$ cat src/verilog/mms_pkg.sv
// Shared constants and carrier types for the module management status block.
// Assumes a single 100 MHz system clock; all pins arrive from outside that domain.
package mms_pkg;

    localparam int unsigned CLK_MHZ      = 100;
    localparam int unsigned CLK_NS       = 1000 / CLK_MHZ;

    // Reset pin must stay low at least this long to count as a reset
    localparam int unsigned T_RST_MIN_NS = 2000;
    localparam int unsigned RST_MIN_CYC  = (T_RST_MIN_NS + CLK_NS - 1) / CLK_NS;
    localparam int unsigned RST_CNT_W    = 8;

    // Longest allowed init time; the settle count used must not exceed it
    localparam int unsigned T_INIT_MS    = 2000;
    localparam int unsigned INIT_MAX_CYC = T_INIT_MS * CLK_MHZ * 1000;
    localparam int unsigned T_SETTLE_MS  = 10;
    localparam int unsigned INIT_DEF_CYC = T_SETTLE_MS * CLK_MHZ * 1000;
    localparam int unsigned INIT_CNT_W   = 28;

    // Synchronised pin vector positions
    localparam int unsigned PIN_RST      = 0;
    localparam int unsigned PIN_SEL      = 1;
    localparam int unsigned PIN_LP       = 2;
    localparam int unsigned PIN_SCL      = 3;
    localparam int unsigned PIN_SDA      = 4;
    localparam int unsigned NPIN         = 5;

    localparam int unsigned NLANE        = 4;
    localparam int unsigned NFLAG        = 13;

    typedef struct packed {
        logic [NLANE-1:0] other;
        logic [NLANE-1:0] tx_fault;
        logic [NLANE-1:0] rx_los;
    } mms_cond_t;

    // Latched flags: init-done event on top, then the condition flags
    typedef struct packed {
        logic      init_done;
        mms_cond_t cond;
    } mms_flags_t;

    localparam mms_flags_t FLAGS_CLR     = 13'h0000;

    typedef enum logic [2:0] {
        ST_HOLD  = 3'b001,
        ST_INIT  = 3'b010,
        ST_READY = 3'b100
    } mms_state_t;

endpackage

$ cat src/verilog/mms_status_timing.sv
// Management status and timing logic of a four-lane pluggable module.
// Assumes the two-wire memory logic pulses i_rd_clr_stb for flag bytes read and
// presents the live mask and power-down control bits on i_mask and i_pdown.
// Contract
// - Fully functional within 2000 ms of start
// - Reset pin low at least 2 us resets
// - Two-wire bus answers within 2000 ms
// - Data-not-ready clears and interrupt asserts
// - Functional within 2000 ms after reset rise
// - Low-power pin high enters low power fast
// - Interrupt output low within 200 ms
// - Flags clear on read; interrupt releases
// - Receive loss sets bit and interrupt
// - Transmit fault sets bit and interrupt
// - Other conditions set flag and interrupt
// - Setting mask stops interrupt from flag
// - Clearing mask restores interrupt from flag
// - Select asserted enables bus responses
// - Select deasserted stops bus responses
// - Power-down bit set enters low power
// - Power-down bit cleared restores operation
// - Clear timed from SCL fall after stop
// - Mask and power-down timed likewise after stop
// - Functional means init interrupt was raised
// - Memory holds lower page and paged upper; only the lower page image is modelled, page select fixed at zero
module mms_status_timing #(
    parameter int unsigned P_INIT_CYC = mms_pkg::INIT_DEF_CYC
) (
    input  wire logic               i_sys_clk,
    input  wire logic               i_nrst,
    input  wire logic               i_reset_pin_n,
    input  wire logic               i_module_select_n,
    input  wire logic               i_low_power_pin,
    input  wire logic               i_scl,
    input  wire logic               i_sda,
    input  wire mms_pkg::mms_cond_t  i_cond,
    input  wire logic               i_rd_clr_stb,
    input  wire mms_pkg::mms_flags_t i_rd_clr_vec,
    input  wire mms_pkg::mms_flags_t i_mask,
    input  wire logic               i_pdown,
    output logic                    o_irq_out_n,
    output logic                    o_bus_enable,
    output logic                    o_low_power,
    output logic                    o_data_not_ready,
    output logic                    o_ready,
    output mms_pkg::mms_flags_t      o_flags
);

    localparam logic [mms_pkg::RST_CNT_W-1:0] RST_MIN =
        mms_pkg::RST_CNT_W'(mms_pkg::RST_MIN_CYC);
    localparam logic [mms_pkg::INIT_CNT_W-1:0] INIT_LAST =
        mms_pkg::INIT_CNT_W'(P_INIT_CYC - 1);

    // Lower page image: status byte with the data-not-ready bit, page select on top
    localparam int unsigned PAGE_BYTES = 128;
    localparam int unsigned STATUS_ADR = 2;
    localparam int unsigned PSEL_ADR   = 127;
    localparam int unsigned DNR_BIT    = 0;
    localparam logic [7:0]  BYTE_RST   = 8'h00;
    localparam logic [7:0]  STATUS_RST = 8'h01;
    localparam logic [7:0]  PSEL_RST   = 8'h00;

    logic [mms_pkg::NPIN-1:0]       pin_s1_r,    pin_s1_nxt;
    logic [mms_pkg::NPIN-1:0]       pin_s2_r,    pin_s2_nxt;
    logic                           scl_prev_r,  scl_prev_nxt;
    logic                           sda_prev_r,  sda_prev_nxt;
    logic                           stop_pend_r, stop_pend_nxt;
    mms_pkg::mms_flags_t             clr_pend_r,  clr_pend_nxt;
    mms_pkg::mms_flags_t             mask_r,      mask_nxt;
    logic                           pdown_r,     pdown_nxt;
    logic [mms_pkg::RST_CNT_W-1:0]  rst_cnt_r,   rst_cnt_nxt;
    logic [mms_pkg::INIT_CNT_W-1:0] init_cnt_r,  init_cnt_nxt;
    mms_pkg::mms_state_t             state_r,     state_nxt;
    mms_pkg::mms_flags_t             flags_r,     flags_nxt;
    logic                           irq_n_r,     irq_n_nxt;
    logic                           bus_en_r,    bus_en_nxt;
    logic                           lowp_r,      lowp_nxt;
    logic                           dnr_nxt;
    logic [7:0]                     page_r       [PAGE_BYTES];
    logic [7:0]                     page_nxt     [PAGE_BYTES];
    logic                           ready_r,     ready_nxt;

    logic                           scl_s, sda_s, sel_s, lp_s, rstp_s;
    logic                           stop_det, scl_fall, commit, rst_hit, init_evt;
    mms_pkg::mms_flags_t             set_vec;

    always_comb begin
        pin_s1_nxt = {i_sda, i_scl, i_low_power_pin, i_module_select_n, i_reset_pin_n};
        pin_s2_nxt = pin_s1_r;
        scl_s      = pin_s2_r[mms_pkg::PIN_SCL];
        sda_s      = pin_s2_r[mms_pkg::PIN_SDA];
        sel_s      = pin_s2_r[mms_pkg::PIN_SEL];
        lp_s       = pin_s2_r[mms_pkg::PIN_LP];
        rstp_s     = pin_s2_r[mms_pkg::PIN_RST];
        scl_prev_nxt = scl_s;
        sda_prev_nxt = sda_s;

        // Stop: SDA rises while SCL stays high; the next SCL fall commits
        stop_det = scl_s & scl_prev_r & sda_s & ~sda_prev_r;
        scl_fall = ~scl_s & scl_prev_r;
        commit   = stop_pend_r & scl_fall;
        if (stop_det) begin
            stop_pend_nxt = 1'b1;
        end else if (scl_fall) begin
            stop_pend_nxt = 1'b0;
        end else begin
            stop_pend_nxt = stop_pend_r;
        end

        // A read that lands on the commit cycle waits for the next commit
        clr_pend_nxt = commit ? mms_pkg::FLAGS_CLR : clr_pend_r;
        if (i_rd_clr_stb) begin
            clr_pend_nxt = clr_pend_nxt | i_rd_clr_vec;
        end
        mask_nxt  = commit ? i_mask : mask_r;
        pdown_nxt = commit ? i_pdown : pdown_r;

        // Low-time counter saturates so a long hold does not wrap
        if (rstp_s) begin
            rst_cnt_nxt = '0;
        end else if (rst_cnt_r != RST_MIN) begin
            rst_cnt_nxt = rst_cnt_r + 1'b1;
        end else begin
            rst_cnt_nxt = rst_cnt_r;
        end
        rst_hit = (rst_cnt_r == RST_MIN);

        state_nxt    = state_r;
        init_cnt_nxt = init_cnt_r;
        init_evt     = 1'b0;
        case (state_r)
            mms_pkg::ST_HOLD: begin
                init_cnt_nxt = '0;
                if (rstp_s) begin
                    state_nxt = mms_pkg::ST_INIT;
                end
            end
            mms_pkg::ST_INIT: begin
                init_cnt_nxt = init_cnt_r + 1'b1;
                if (init_cnt_r == INIT_LAST) begin
                    state_nxt = mms_pkg::ST_READY;
                    init_evt  = 1'b1;
                end
            end
            mms_pkg::ST_READY: begin
                init_cnt_nxt = '0;
            end
            default: begin
                state_nxt    = mms_pkg::ST_HOLD;
                init_cnt_nxt = '0;
            end
        endcase
        if (rst_hit) begin
            state_nxt = mms_pkg::ST_HOLD;
        end

        // Conditions are only latched once monitors are valid
        set_vec.init_done = init_evt;
        set_vec.cond      = (state_r == mms_pkg::ST_READY) ? i_cond : '0;
        if (state_nxt == mms_pkg::ST_HOLD) begin
            flags_nxt = mms_pkg::FLAGS_CLR;
        end else begin
            // Set wins over a clear in the same cycle
            flags_nxt = (flags_r & ~(commit ? clr_pend_r : mms_pkg::FLAGS_CLR))
                      | set_vec;
        end

        ready_nxt  = (state_nxt == mms_pkg::ST_READY);
        dnr_nxt    = ~ready_nxt;
        irq_n_nxt  = ~(|(flags_nxt & ~mask_nxt));
        bus_en_nxt = ready_nxt & ~sel_s;
        lowp_nxt   = lp_s | pdown_nxt;
    end

    // Only the status byte and the page select (forced to PSEL_RST) are fed here; other bytes keep their reset value
    // until a page writer is attached, and the page select always reads as page zero
    always_comb begin
        for (int b = 0; b < PAGE_BYTES; b++) begin
            page_nxt[b] = page_r[b];
        end
        page_nxt[STATUS_ADR] = {7'h00, dnr_nxt};
        page_nxt[PSEL_ADR]   = PSEL_RST;
    end

    always_ff @(posedge i_sys_clk) begin
        if (!i_nrst) begin
            for (int b = 0; b < PAGE_BYTES; b++) begin
                page_r[b] <= BYTE_RST;
            end
            page_r[STATUS_ADR] <= STATUS_RST;
        end else begin
            for (int b = 0; b < PAGE_BYTES; b++) begin
                page_r[b] <= page_nxt[b];
            end
        end
    end

    always_ff @(posedge i_sys_clk) begin
        if (!i_nrst) begin
            pin_s1_r    <= '0;
            pin_s2_r    <= '0;
            scl_prev_r  <= 1'b0;
            sda_prev_r  <= 1'b0;
            stop_pend_r <= 1'b0;
            clr_pend_r  <= mms_pkg::FLAGS_CLR;
            mask_r      <= mms_pkg::FLAGS_CLR;
            pdown_r     <= 1'b0;
            rst_cnt_r   <= '0;
            init_cnt_r  <= '0;
            state_r     <= mms_pkg::ST_INIT;
            flags_r     <= mms_pkg::FLAGS_CLR;
            irq_n_r     <= 1'b1;
            bus_en_r    <= 1'b0;
            lowp_r      <= 1'b0;
            ready_r     <= 1'b0;
        end else begin
            pin_s1_r    <= pin_s1_nxt;
            pin_s2_r    <= pin_s2_nxt;
            scl_prev_r  <= scl_prev_nxt;
            sda_prev_r  <= sda_prev_nxt;
            stop_pend_r <= stop_pend_nxt;
            clr_pend_r  <= clr_pend_nxt;
            mask_r      <= mask_nxt;
            pdown_r     <= pdown_nxt;
            rst_cnt_r   <= rst_cnt_nxt;
            init_cnt_r  <= init_cnt_nxt;
            state_r     <= state_nxt;
            flags_r     <= flags_nxt;
            irq_n_r     <= irq_n_nxt;
            bus_en_r    <= bus_en_nxt;
            lowp_r      <= lowp_nxt;
            ready_r     <= ready_nxt;
        end
    end

    assign o_irq_out_n      = irq_n_r;
    assign o_bus_enable     = bus_en_r;
    assign o_low_power      = lowp_r;
    assign o_data_not_ready = page_r[STATUS_ADR][DNR_BIT];
    assign o_ready          = ready_r;
    assign o_flags          = flags_r;

    // Assertions
    rst_pulse_a: assert property (@(posedge i_sys_clk) disable iff (!i_nrst)
        rst_hit |=> (state_r == mms_pkg::ST_HOLD) && !o_ready)
        else $error("long reset pulse did not hold the module");

    init_done_a: assert property (@(posedge i_sys_clk) disable iff (!i_nrst)
        (state_r == mms_pkg::ST_INIT) && (init_cnt_r == INIT_LAST) && !rst_hit
        |=> o_ready && !o_data_not_ready && flags_r.init_done)
        else $error("init did not finish at the settle count");

    init_irq_a: assert property (@(posedge i_sys_clk) disable iff (!i_nrst)
        $rose(o_ready) && !mask_r.init_done |-> !o_irq_out_n)
        else $error("ready without init interrupt");

    irq_follow_a: assert property (@(posedge i_sys_clk) disable iff (!i_nrst)
        ##1 (o_irq_out_n == !(|(flags_r & ~mask_r))))
        else $error("interrupt line disagrees with unmasked flags");

    flag_latch_a: assert property (@(posedge i_sys_clk) disable iff (!i_nrst)
        flags_r.cond.rx_los[0] && !commit && !rst_hit |=> flags_r.cond.rx_los[0])
        else $error("flag dropped without a committed read");

    los_set_a: assert property (@(posedge i_sys_clk) disable iff (!i_nrst)
        o_ready && i_cond.rx_los[0] && !rst_hit |=> flags_r.cond.rx_los[0])
        else $error("loss of signal not latched");

    clr_commit_a: assert property (@(posedge i_sys_clk) disable iff (!i_nrst)
        commit && clr_pend_r.cond.tx_fault[0] && !i_cond.tx_fault[0] && o_ready
        |=> !flags_r.cond.tx_fault[0])
        else $error("committed read did not clear flag");

    mask_take_a: assert property (@(posedge i_sys_clk) disable iff (!i_nrst)
        commit |=> (mask_r == $past(i_mask)) && (pdown_r == $past(i_pdown)))
        else $error("mask or power-down not taken at commit");

    lowp_pin_a: assert property (@(posedge i_sys_clk) disable iff (!i_nrst)
        i_low_power_pin [*3] |=> o_low_power)
        else $error("low-power pin not obeyed");

    bus_sel_a: assert property (@(posedge i_sys_clk) disable iff (!i_nrst)
        (o_ready && !i_module_select_n && !rst_hit) [*3] |=> o_bus_enable)
        else $error("selected module not answering");

    bus_desel_a: assert property (@(posedge i_sys_clk) disable iff (!i_nrst)
        i_module_select_n [*3] |=> !o_bus_enable)
        else $error("deselected module still answering");

    hold_flags_a: assert property (@(posedge i_sys_clk) disable iff (!i_nrst)
        (state_r == mms_pkg::ST_HOLD) |-> (flags_r == mms_pkg::FLAGS_CLR) && !o_bus_enable)
        else $error("held module kept flags or bus");

    quiet_flags_a: assert property (@(posedge i_sys_clk) disable iff (!i_nrst)
        !o_ready |-> (flags_r.cond == '0))
        else $error("condition flag latched outside ready");

    tx_set_a: assert property (@(posedge i_sys_clk) disable iff (!i_nrst)
        o_ready && i_cond.tx_fault[0] && !rst_hit |=> flags_r.cond.tx_fault[0])
        else $error("transmit fault not latched");

    other_set_a: assert property (@(posedge i_sys_clk) disable iff (!i_nrst)
        o_ready && i_cond.other[0] && !rst_hit |=> flags_r.cond.other[0])
        else $error("other condition not latched");

    mask_block_a: assert property (@(posedge i_sys_clk) disable iff (!i_nrst)
        commit && (((flags_r | set_vec) & ~i_mask) == mms_pkg::FLAGS_CLR)
        |=> o_irq_out_n)
        else $error("masked flag still drives interrupt");

    mask_clear_a: assert property (@(posedge i_sys_clk) disable iff (!i_nrst)
        commit && !i_mask.cond.rx_los[3] && flags_r.cond.rx_los[3]
        && !clr_pend_r.cond.rx_los[3] && !rst_hit |=> !o_irq_out_n)
        else $error("unmasked flag does not drive interrupt");

    pdown_lowp_a: assert property (@(posedge i_sys_clk) disable iff (!i_nrst)
        pdown_r |-> o_low_power)
        else $error("power-down bit without low power");

    pdown_exit_a: assert property (@(posedge i_sys_clk) disable iff (!i_nrst)
        commit && !i_pdown && !lp_s |=> !o_low_power)
        else $error("power-down clear did not restore power");

    bus_ready_a: assert property (@(posedge i_sys_clk) disable iff (!i_nrst)
        !o_ready |-> !o_bus_enable)
        else $error("bus enabled before ready");

    init_bound_a: assert property (@(posedge i_sys_clk) disable iff (!i_nrst)
        (state_r == mms_pkg::ST_INIT) |-> (init_cnt_r <= INIT_LAST))
        else $error("init counter ran past its limit");

    dnr_page_a: assert property (@(posedge i_sys_clk) disable iff (!i_nrst)
        o_data_not_ready != o_ready)
        else $error("data-not-ready bit disagrees with ready");

    ready_seen_c: cover property (@(posedge i_sys_clk) disable iff (!i_nrst) $rose(o_ready));
    irq_clear_c:  cover property (@(posedge i_sys_clk) disable iff (!i_nrst) $rose(o_irq_out_n));
    pin_reset_c:  cover property (@(posedge i_sys_clk) disable iff (!i_nrst) rst_hit);
    pdown_c:      cover property (@(posedge i_sys_clk) disable iff (!i_nrst) $rose(pdown_r));
    mask_hold_c:  cover property (@(posedge i_sys_clk) disable iff (!i_nrst) commit && |i_mask);

endmodule // mms_status_timing

$ cat config.mk
export PLATFORM = sky130hd
export DESIGN_NAME = mms_status_timing
export DESIGN_NICKNAME = d
export VERILOG_FILES = /design/src/verilog/mms_pkg.sv /design/src/verilog/mms_status_timing.sv
export SDC_FILE = /design/constraint.sdc
export NUM_CORES = 1
export LEC_CHECK = 0
export ABC_CLOCK_PERIOD_IN_PS = 1950
export BUFFER_PORTS_ARGS = -buffer_cell sky130_fd_sc_hd__buf_2
export CELL_PAD_IN_SITES_DETAIL_PLACEMENT = 1
export CELL_PAD_IN_SITES_GLOBAL_PLACEMENT = 1
export CORE_MARGIN = 2
export CORE_UTILIZATION = 38
export DETAILED_ROUTE_END_ITERATION = 12
export GPL_TIMING_DRIVEN = 0
export PLACE_DENSITY_LB_ADDON = 0.1
export SETUP_SLACK_MARGIN = 0.1
export SLEW_MARGIN = 40
export SYNTH_ARGS = -nofsm -noshare
export SYNTH_HDL_FRONTEND = slang
export SYNTH_SLANG_ARGS = --single-unit
$ cat constraint.sdc
create_clock -name i_sys_clk -period 1.95 [get_ports i_sys_clk]
set_clock_uncertainty 0.05 [all_clocks]
set_input_delay 0 -clock i_sys_clk [delete_from_list [all_inputs] [get_ports i_sys_clk]]
set_output_delay 0 -clock i_sys_clk [all_outputs]
set_load 0.05 [all_outputs]
# After elaboration in Yosys (flattened, before gate mapping)
# Memory sizes are Yosys's and may differ from the RTL's.
# Index checks and enable logic that the tools add are counted.
[classes] add_sub_neg=2 n_mul=0 div_mod_pow=0 order_cmp=0 eq_ne=9 shift=0 muxes=146 n_bitwise=148 reduce_logical=5
[ops] op="8-bit two-way mux" n=129
[ops] op="1-bit OR" n=130
[ops] op="13-bit two-way mux" n=5
[ops] op="28-bit by 1-bit adder with 28-bit output (second input constant)" n=1
[ops] op="28-bit by 20-bit == test with 1-bit output (second input constant)" n=1
[ops] op="13-bit AND" n=2
[ops] op="13-bit NOT" n=2
[ops] op="13-bit OR" n=2
[ops] op="13-bit OR reduction" n=1
[ops] op="12-bit two-way mux" n=1
[ops] op="3-bit two-way mux" n=3
[ops] op="3-bit case mux with 3 select lines" n=1
[ops] op="8-bit by 1-bit adder with 8-bit output (second input constant)" n=1
[ops] op="8-bit == test (second input constant)" n=1
[ops] op="8-bit != test (second input constant)" n=1
[ops] op="1-bit two-way mux" n=7
[ops] op="1-bit AND" n=6
[ops] op="3-bit by 1-bit == test with 1-bit output (second input constant)" n=2
[ops] op="3-bit == test (second input constant)" n=2
[ops] op="1-bit NOT" n=6
[ops] op="2-bit AND reduction" n=2
[ops] op="3-bit by 2-bit == test with 1-bit output (second input constant)" n=1
[ops] op="2-bit nonzero test" n=1
[ops] op="2-bit OR reduction" n=1
[ops] op="0-bit != test" n=1
[totals] register_bits=96 latchBits=0 ramBits=1024 mem_bits_ro=0 inputBits=47 out_inout_bits=18 elab_cells=336 n_memories=1
[mem_list] name="page_r" depth=128 width=8 read_ports=1 rd_clocked_by_memory_dff=0 wr=128 line_no="mms_status_timing.sv:79" text="logic [7:0] page_r [PAGE_BYTES];"

# Longest topological paths before layout
[logic_depth] word_depth=11 mapped_depth=9

# Worst setup path before layout
# No wires, ideal clock.
[synth_path] kind="register to register" from="register rst_cnt_r[0] (netlist name)" to="register flags_r (netlist bit o_flags[4])" setup_time_ns=0.120 arrival_ns=1.823 t_required_ns=1.780 setup_slack_ns=-0.043 path_stages_with_launch=10 n_path_buf=2 synth_period_minus_slack_ns=1.993 cell_sequence="dfxtp_1 inv_1 ha_1 nand4b_1 nor4b_2 nand2b_1 or2_2 clkbuf_1 buf_2 nor2_1"
[synth_between] elab_chain_len=4
[synth_rtl] element="start, declared" line_no="mms_status_timing.sv:71" text="logic [mms_pkg::RST_CNT_W-1:0] rst_cnt_r, rst_cnt_nxt;"
[synth_rtl] element="start signal, assigned" line_no="mms_status_timing.sv:225" text="rst_cnt_r <= rst_cnt_nxt;"
[synth_rtl] element="8-bit == test" line_no="mms_status_timing.sv:126" text="rst_hit = (rst_cnt_r == RST_MIN);"
[synth_rtl] element="3-bit two-way mux" line_no="mms_status_timing.sv:153" text="if (rst_hit) begin"
[synth_rtl] element="3-bit by 1-bit == test with 1-bit output" line_no="mms_status_timing.sv:160" text="if (state_nxt == mms_pkg::ST_HOLD) begin"
[synth_rtl] element="13-bit two-way mux" line_no="mms_status_timing.sv:160"
[synth_rtl] element="end signal, assigned" line_no="mms_status_timing.sv:211" text="flags_r <= mms_pkg::FLAGS_CLR;"
[synth_rtl] element="end signal, assigned" line_no="mms_status_timing.sv:228" text="flags_r <= flags_nxt;"
[synth_rtl] element="end, declared" line_no="mms_status_timing.sv:74" text="mms_pkg::mms_flags_t flags_r, flags_nxt;"
# No other way between the ends.
# A chain may end at the register's enable or synchronous reset.

# Final worst setup path
[layout_path] from="register pin_s2_r[3] (netlist name)" to="register irq_n_r, in the netlist o_irq_out_n"
[layout_between] elab_chain_len=11 elab_cells_between_ends=13
[layout_rtl] element="start, declared" line_no="mms_status_timing.sv:64" text="logic [mms_pkg::NPIN-1:0] pin_s2_r, pin_s2_nxt;"
[layout_rtl] element="start signal, assigned" line_no="mms_status_timing.sv:218" text="pin_s2_r <= pin_s2_nxt;"
[layout_rtl] element="1-bit NOT *" line_no="mms_status_timing.sv:100" text="scl_fall = ~scl_s & scl_prev_r;"
[layout_rtl] element="1-bit AND *" line_no="mms_status_timing.sv:100"
[layout_rtl] element="1-bit AND *" line_no="mms_status_timing.sv:101" text="commit = stop_pend_r & scl_fall;"
[layout_rtl] element="13-bit two-way mux" line_no="mms_status_timing.sv:164" text="flags_nxt = (flags_r & ~(commit ? clr_pend_r : mms_pkg::FLAGS_CLR))"
[layout_rtl] element="13-bit NOT" line_no="mms_status_timing.sv:164"
[layout_rtl] element="13-bit AND" line_no="mms_status_timing.sv:164"
[layout_rtl] element="13-bit OR" line_no="mms_status_timing.sv:165" text="| set_vec;"
[layout_rtl] element="13-bit two-way mux" line_no="mms_status_timing.sv:160"
[layout_rtl] element="13-bit AND *" line_no="mms_status_timing.sv:170" text="irq_n_nxt = ~(|(flags_nxt & ~mask_nxt));"
[layout_rtl] element="13-bit OR reduction *" line_no="mms_status_timing.sv:170"
[layout_rtl] element="1-bit NOT *" line_no="mms_status_timing.sv:170"
[layout_rtl] element="end signal, assigned" line_no="mms_status_timing.sv:229" text="irq_n_r <= irq_n_nxt;"
[layout_rtl] element="end, declared" line_no="mms_status_timing.sv:75" text="logic irq_n_r, irq_n_nxt;"
# Mark *: on every way between the ends. The rest lies on a longest branch, timed or not.

==> flow_summary.yaml <==
outcome:
  status: "finished with violations"
  violations: "negative setup slack"
die:
  die_w_um: 106.6
  initial_core_util: 0.3896
  die_h_um: 106.6
  rows: 37
  core_um2: 10280
  io_pins: 65
  die-area_um2: 11370
clock_network:
  cts-root-buf: "clkbuf_8"
  numCtsBuffers: 9
  clkTransAtPathRegs_ns: 0.09
  tritoncts: "done"
  cts_buffer_depth: 2
  clk_latency_ns: 0.37
  cts_htree_levels: 3
  cts.sinks: 97
logic_synthesis:
  synth_largest_area_cell: "dfxtp_1"
  async_flop_share: 0
  ys_seq_area_frac: 0.4850
  synth-edff-count: 0
  yosysWarnings: 0
  syn_area_um2: 4004
  synth_top_area_frac: 0.4850
  mappedNetlistNets: 488
  syn_area_per_cell_um2: 9.141
  ys.flop_type: "dfxtp_1"
  ys_types: 51
  ys_ff_latch: 97
  yosys-top-cells-area: "dfxtp_1 49%, nor2_1 4.9%, xor2_1 4.8%"
  syn_inst: 438
finish:
  finalInstanceArea_um2: 5502
  area_growth_pct: 37.41
  fin_cells: 717
  drive_above_1_share: 0.2324
  num_antenna_cells: 0
  final_util: 0.5353
  fin_nets: 627
global_routing:
  overflow: 0
  grt_pass1_wl_um: 18660
  antenna_found_initial: 0
  grt.total_usage: 0.2106
  grt_max_degree: 15
  first_global_vias: 3784
timing:
  max_freq_mhz: 495.6
  slew_viol_final: 0
  hold_viol_final: 0
  max_slew_margin: 0.5863
  worstMarginPinSlew_ns: 0.6205
  period_share: 1.035
  grt_setup_unrepaired: "yes"
  setup_ws_ns: -0.06757
  min_period_ns: 2.018
  finalHoldWorstSlack_ns: 0.06545
  setup_viol: 1
critical_path:
  crit_path_end_kind: "flop"
  r2r_start: "pin_s2_r[3]"
  required_ns: 2.21
  crit_path_top_delay_cell: "dfxtp_2"
  worstSetupPathType: "reg2reg"
  critPathArrivalTime_ns: 2.28
  cp_cell_sequence: "and3b_2 > buf_4 > nand2_1 > a32o_1 > a221o_1 > nor4_2 > a31o_1"
  worstRegToRegCells: 7
  crit_end: "o_irq_out_n"
  worstSetupStartpointType: "flop"
  reg2reg_to: "o_irq_out_n"
  max_stage_delay_ns: 0.35
  startpoint: "pin_s2_r[3]"
  cp_max_fo: 6
  rrSetupSlack_ns: -0.07
detailed_routing:
  routedWlPerCell_um: 16.16
  via_per_inst: 5.123
  drc: 0
  drt_iter0_drc: 113
  antenna_left: 0
  dr_total_vias: 3673
  first_pass_iters: 4
  wl_um: 11590
job:
  cap_violations: 0
placed_design:
  portBuffers: 64
  dp_cells: 638
  place_area_um2: 4507
  place.gp.congestion: 0.7665
  dpl.hpwl_um: 7603
power:
  p_per_area_nw_per_um2: 692.1
  vdd_drop_max_mv: 0.3414
  leakagePower_nw: 2.221
min_path:
  min-delay-path-class: "in2reg"
cell usage after synthesis, types with 3 or more instances:
cell type / number
a22oi_1: 20
a21boi_0: 12
nor2_1: 52
nand2b_1: 8
and2_1: 12
mux2i_1: 4
and3_1: 10
a21oi_1: 15
xor2_1: 22
clkbuf_1: 15
nand4b_1: 3
dfxtp_1: 97
nand3_1: 15
nor4_1: 3
nor3_1: 3
ha_1: 3
nor2b_1: 20
nand4_1: 5
nand4bb_1: 3
and4_1: 5
inv_1: 8
nand3b_1: 3
nor4b_1: 3
xnor2_1: 11
nand2_1: 51
where the power goes:
part | internal, W | leakage, nW | total (W) | switching [W]
Sequential | 0.00202 | 0.792 | 0.00205 | 0.0000348
Combinational | 0.000177 | 1.32 | 0.000308 | 0.000131
Clock | 0.000751 | 0.106 | 0.00144 | 0.000694
flip-flops by register name, summed over array words and instances (netlist names), 3 cells and up:
| name | cells |
|---|---|
| clr_pend_r | 13 |
| pin_s1_r | 5 |
| mask_r | 13 |
| pin_s2_r | 5 |
| state_r | 3 |
| o_flags | 13 |
| rst_cnt_r | 8 |
| init_cnt_r | 28 |
per-layer routing:
metal  vias up  track usage  wire length, um
met3        15      0.03769              398
met4         0      0.08534              236
li1       1786            -                -
met1      1800       0.2812             5615
met2        72       0.3371             5337
met5         -            0                0
worst max-delay path, delay by kind of cell, from the launching register on:
family          cells  cell delay (ns)
compound gates      3             0.81
simple gates        3             0.64
flops               1             0.35
buf+inv             1             0.12
logic make-up after synthesis:
group | Yosys count | synth area share
muxes | 4 | 0.01000
adders and majority gates | 3 | 0.009376
and+or+nand+nor | 202 | 0.2653
DFF | 97 | 0.4850
xor gates and xnor gates | 33 | 0.07219
AOI/OAI and AO/OA | 73 | 0.1313
buffers and inverters | 26 | 0.02687
stage by stage:
step           worst slack, ns  TNS (ns)  power, W
6_report              -0.06757  -0.06757  0.003807
5_1_grt                -0.1914   -0.1914  0.003960
4_1_cts               -0.07850  -0.07850  0.003837
3_5_place_dp           -0.4736    -7.811  0.002296
3_3_place_gp           -0.4606    -6.668  0.002288
2_1_floorplan           0.1025         0  0.002194
cell usage in the layout (no fill, tap or decap), drive strengths merged, types with 3 or more instances in the layout:
| cell | n |
|---|---|
| clkbuf | 26 |
| buf | 87 |
| o21ai | 4 |
| and2 | 12 |
| nand3b | 3 |
| nand2 | 51 |
| a21oi | 15 |
| xor2 | 22 |
| xnor2 | 11 |
| nand4b | 3 |
| nand2b | 8 |
| nor3 | 5 |
| inv | 8 |
| nor2 | 52 |
| nor4 | 3 |
| and3 | 10 |
| mux2i | 4 |
| nor2b | 20 |
| nor4b | 4 |
| and4 | 5 |
| a21boi | 12 |
| dlygate4sd3 | 45 |
| dfxtp | 97 |
| nand3 | 15 |
| nand4 | 5 |
| ha | 3 |
| a22oi | 20 |
| nand4bb | 3 |
timing repair:
action                                  CTS  global route
cloned                                    1             0
setup buffers                            16             2
pin swaps                                 8             6
endpoints found under the hold margin    44             0
hold buffers                             45             0
endpoints found under the setup margin   52            30
gates resized for setup                  32            21
final cells by class:
cell class	instances	area, um2
repair buffers	128	953.4
plain buffers	18	125.1
inverters	8	30.03
multi-input cells	315	2051
clock buffers	12	145.1
flip-flops and latches	97	1962
clock inverters	3	65.06
fillers	1205	4776
well taps	136	170.2
how the worst min path moves through the flow:
| stage | to | depth (start not counted) | startpoint | slack, ns |
|---|---|---|---|---|
| global placement | pin_s1_r[1] | 2 | i_module_select_n | 0.16 |
| floorplan | pin_s1_r[0] | 1 | i_reset_pin_n | 0.08 |
| detailed placement | pin_s1_r[2] | 2 | i_low_power_pin | 0.16 |
| finish | page_r[2][0] | 5 | i_nrst | 0.07 |
| global route | page_r[2][0] | 5 | i_nrst | 0.1 |
| CTS | page_r[2][0] | 5 | i_nrst | 0.04 |
Note: power is estimated with default switching activity, not from simulation.
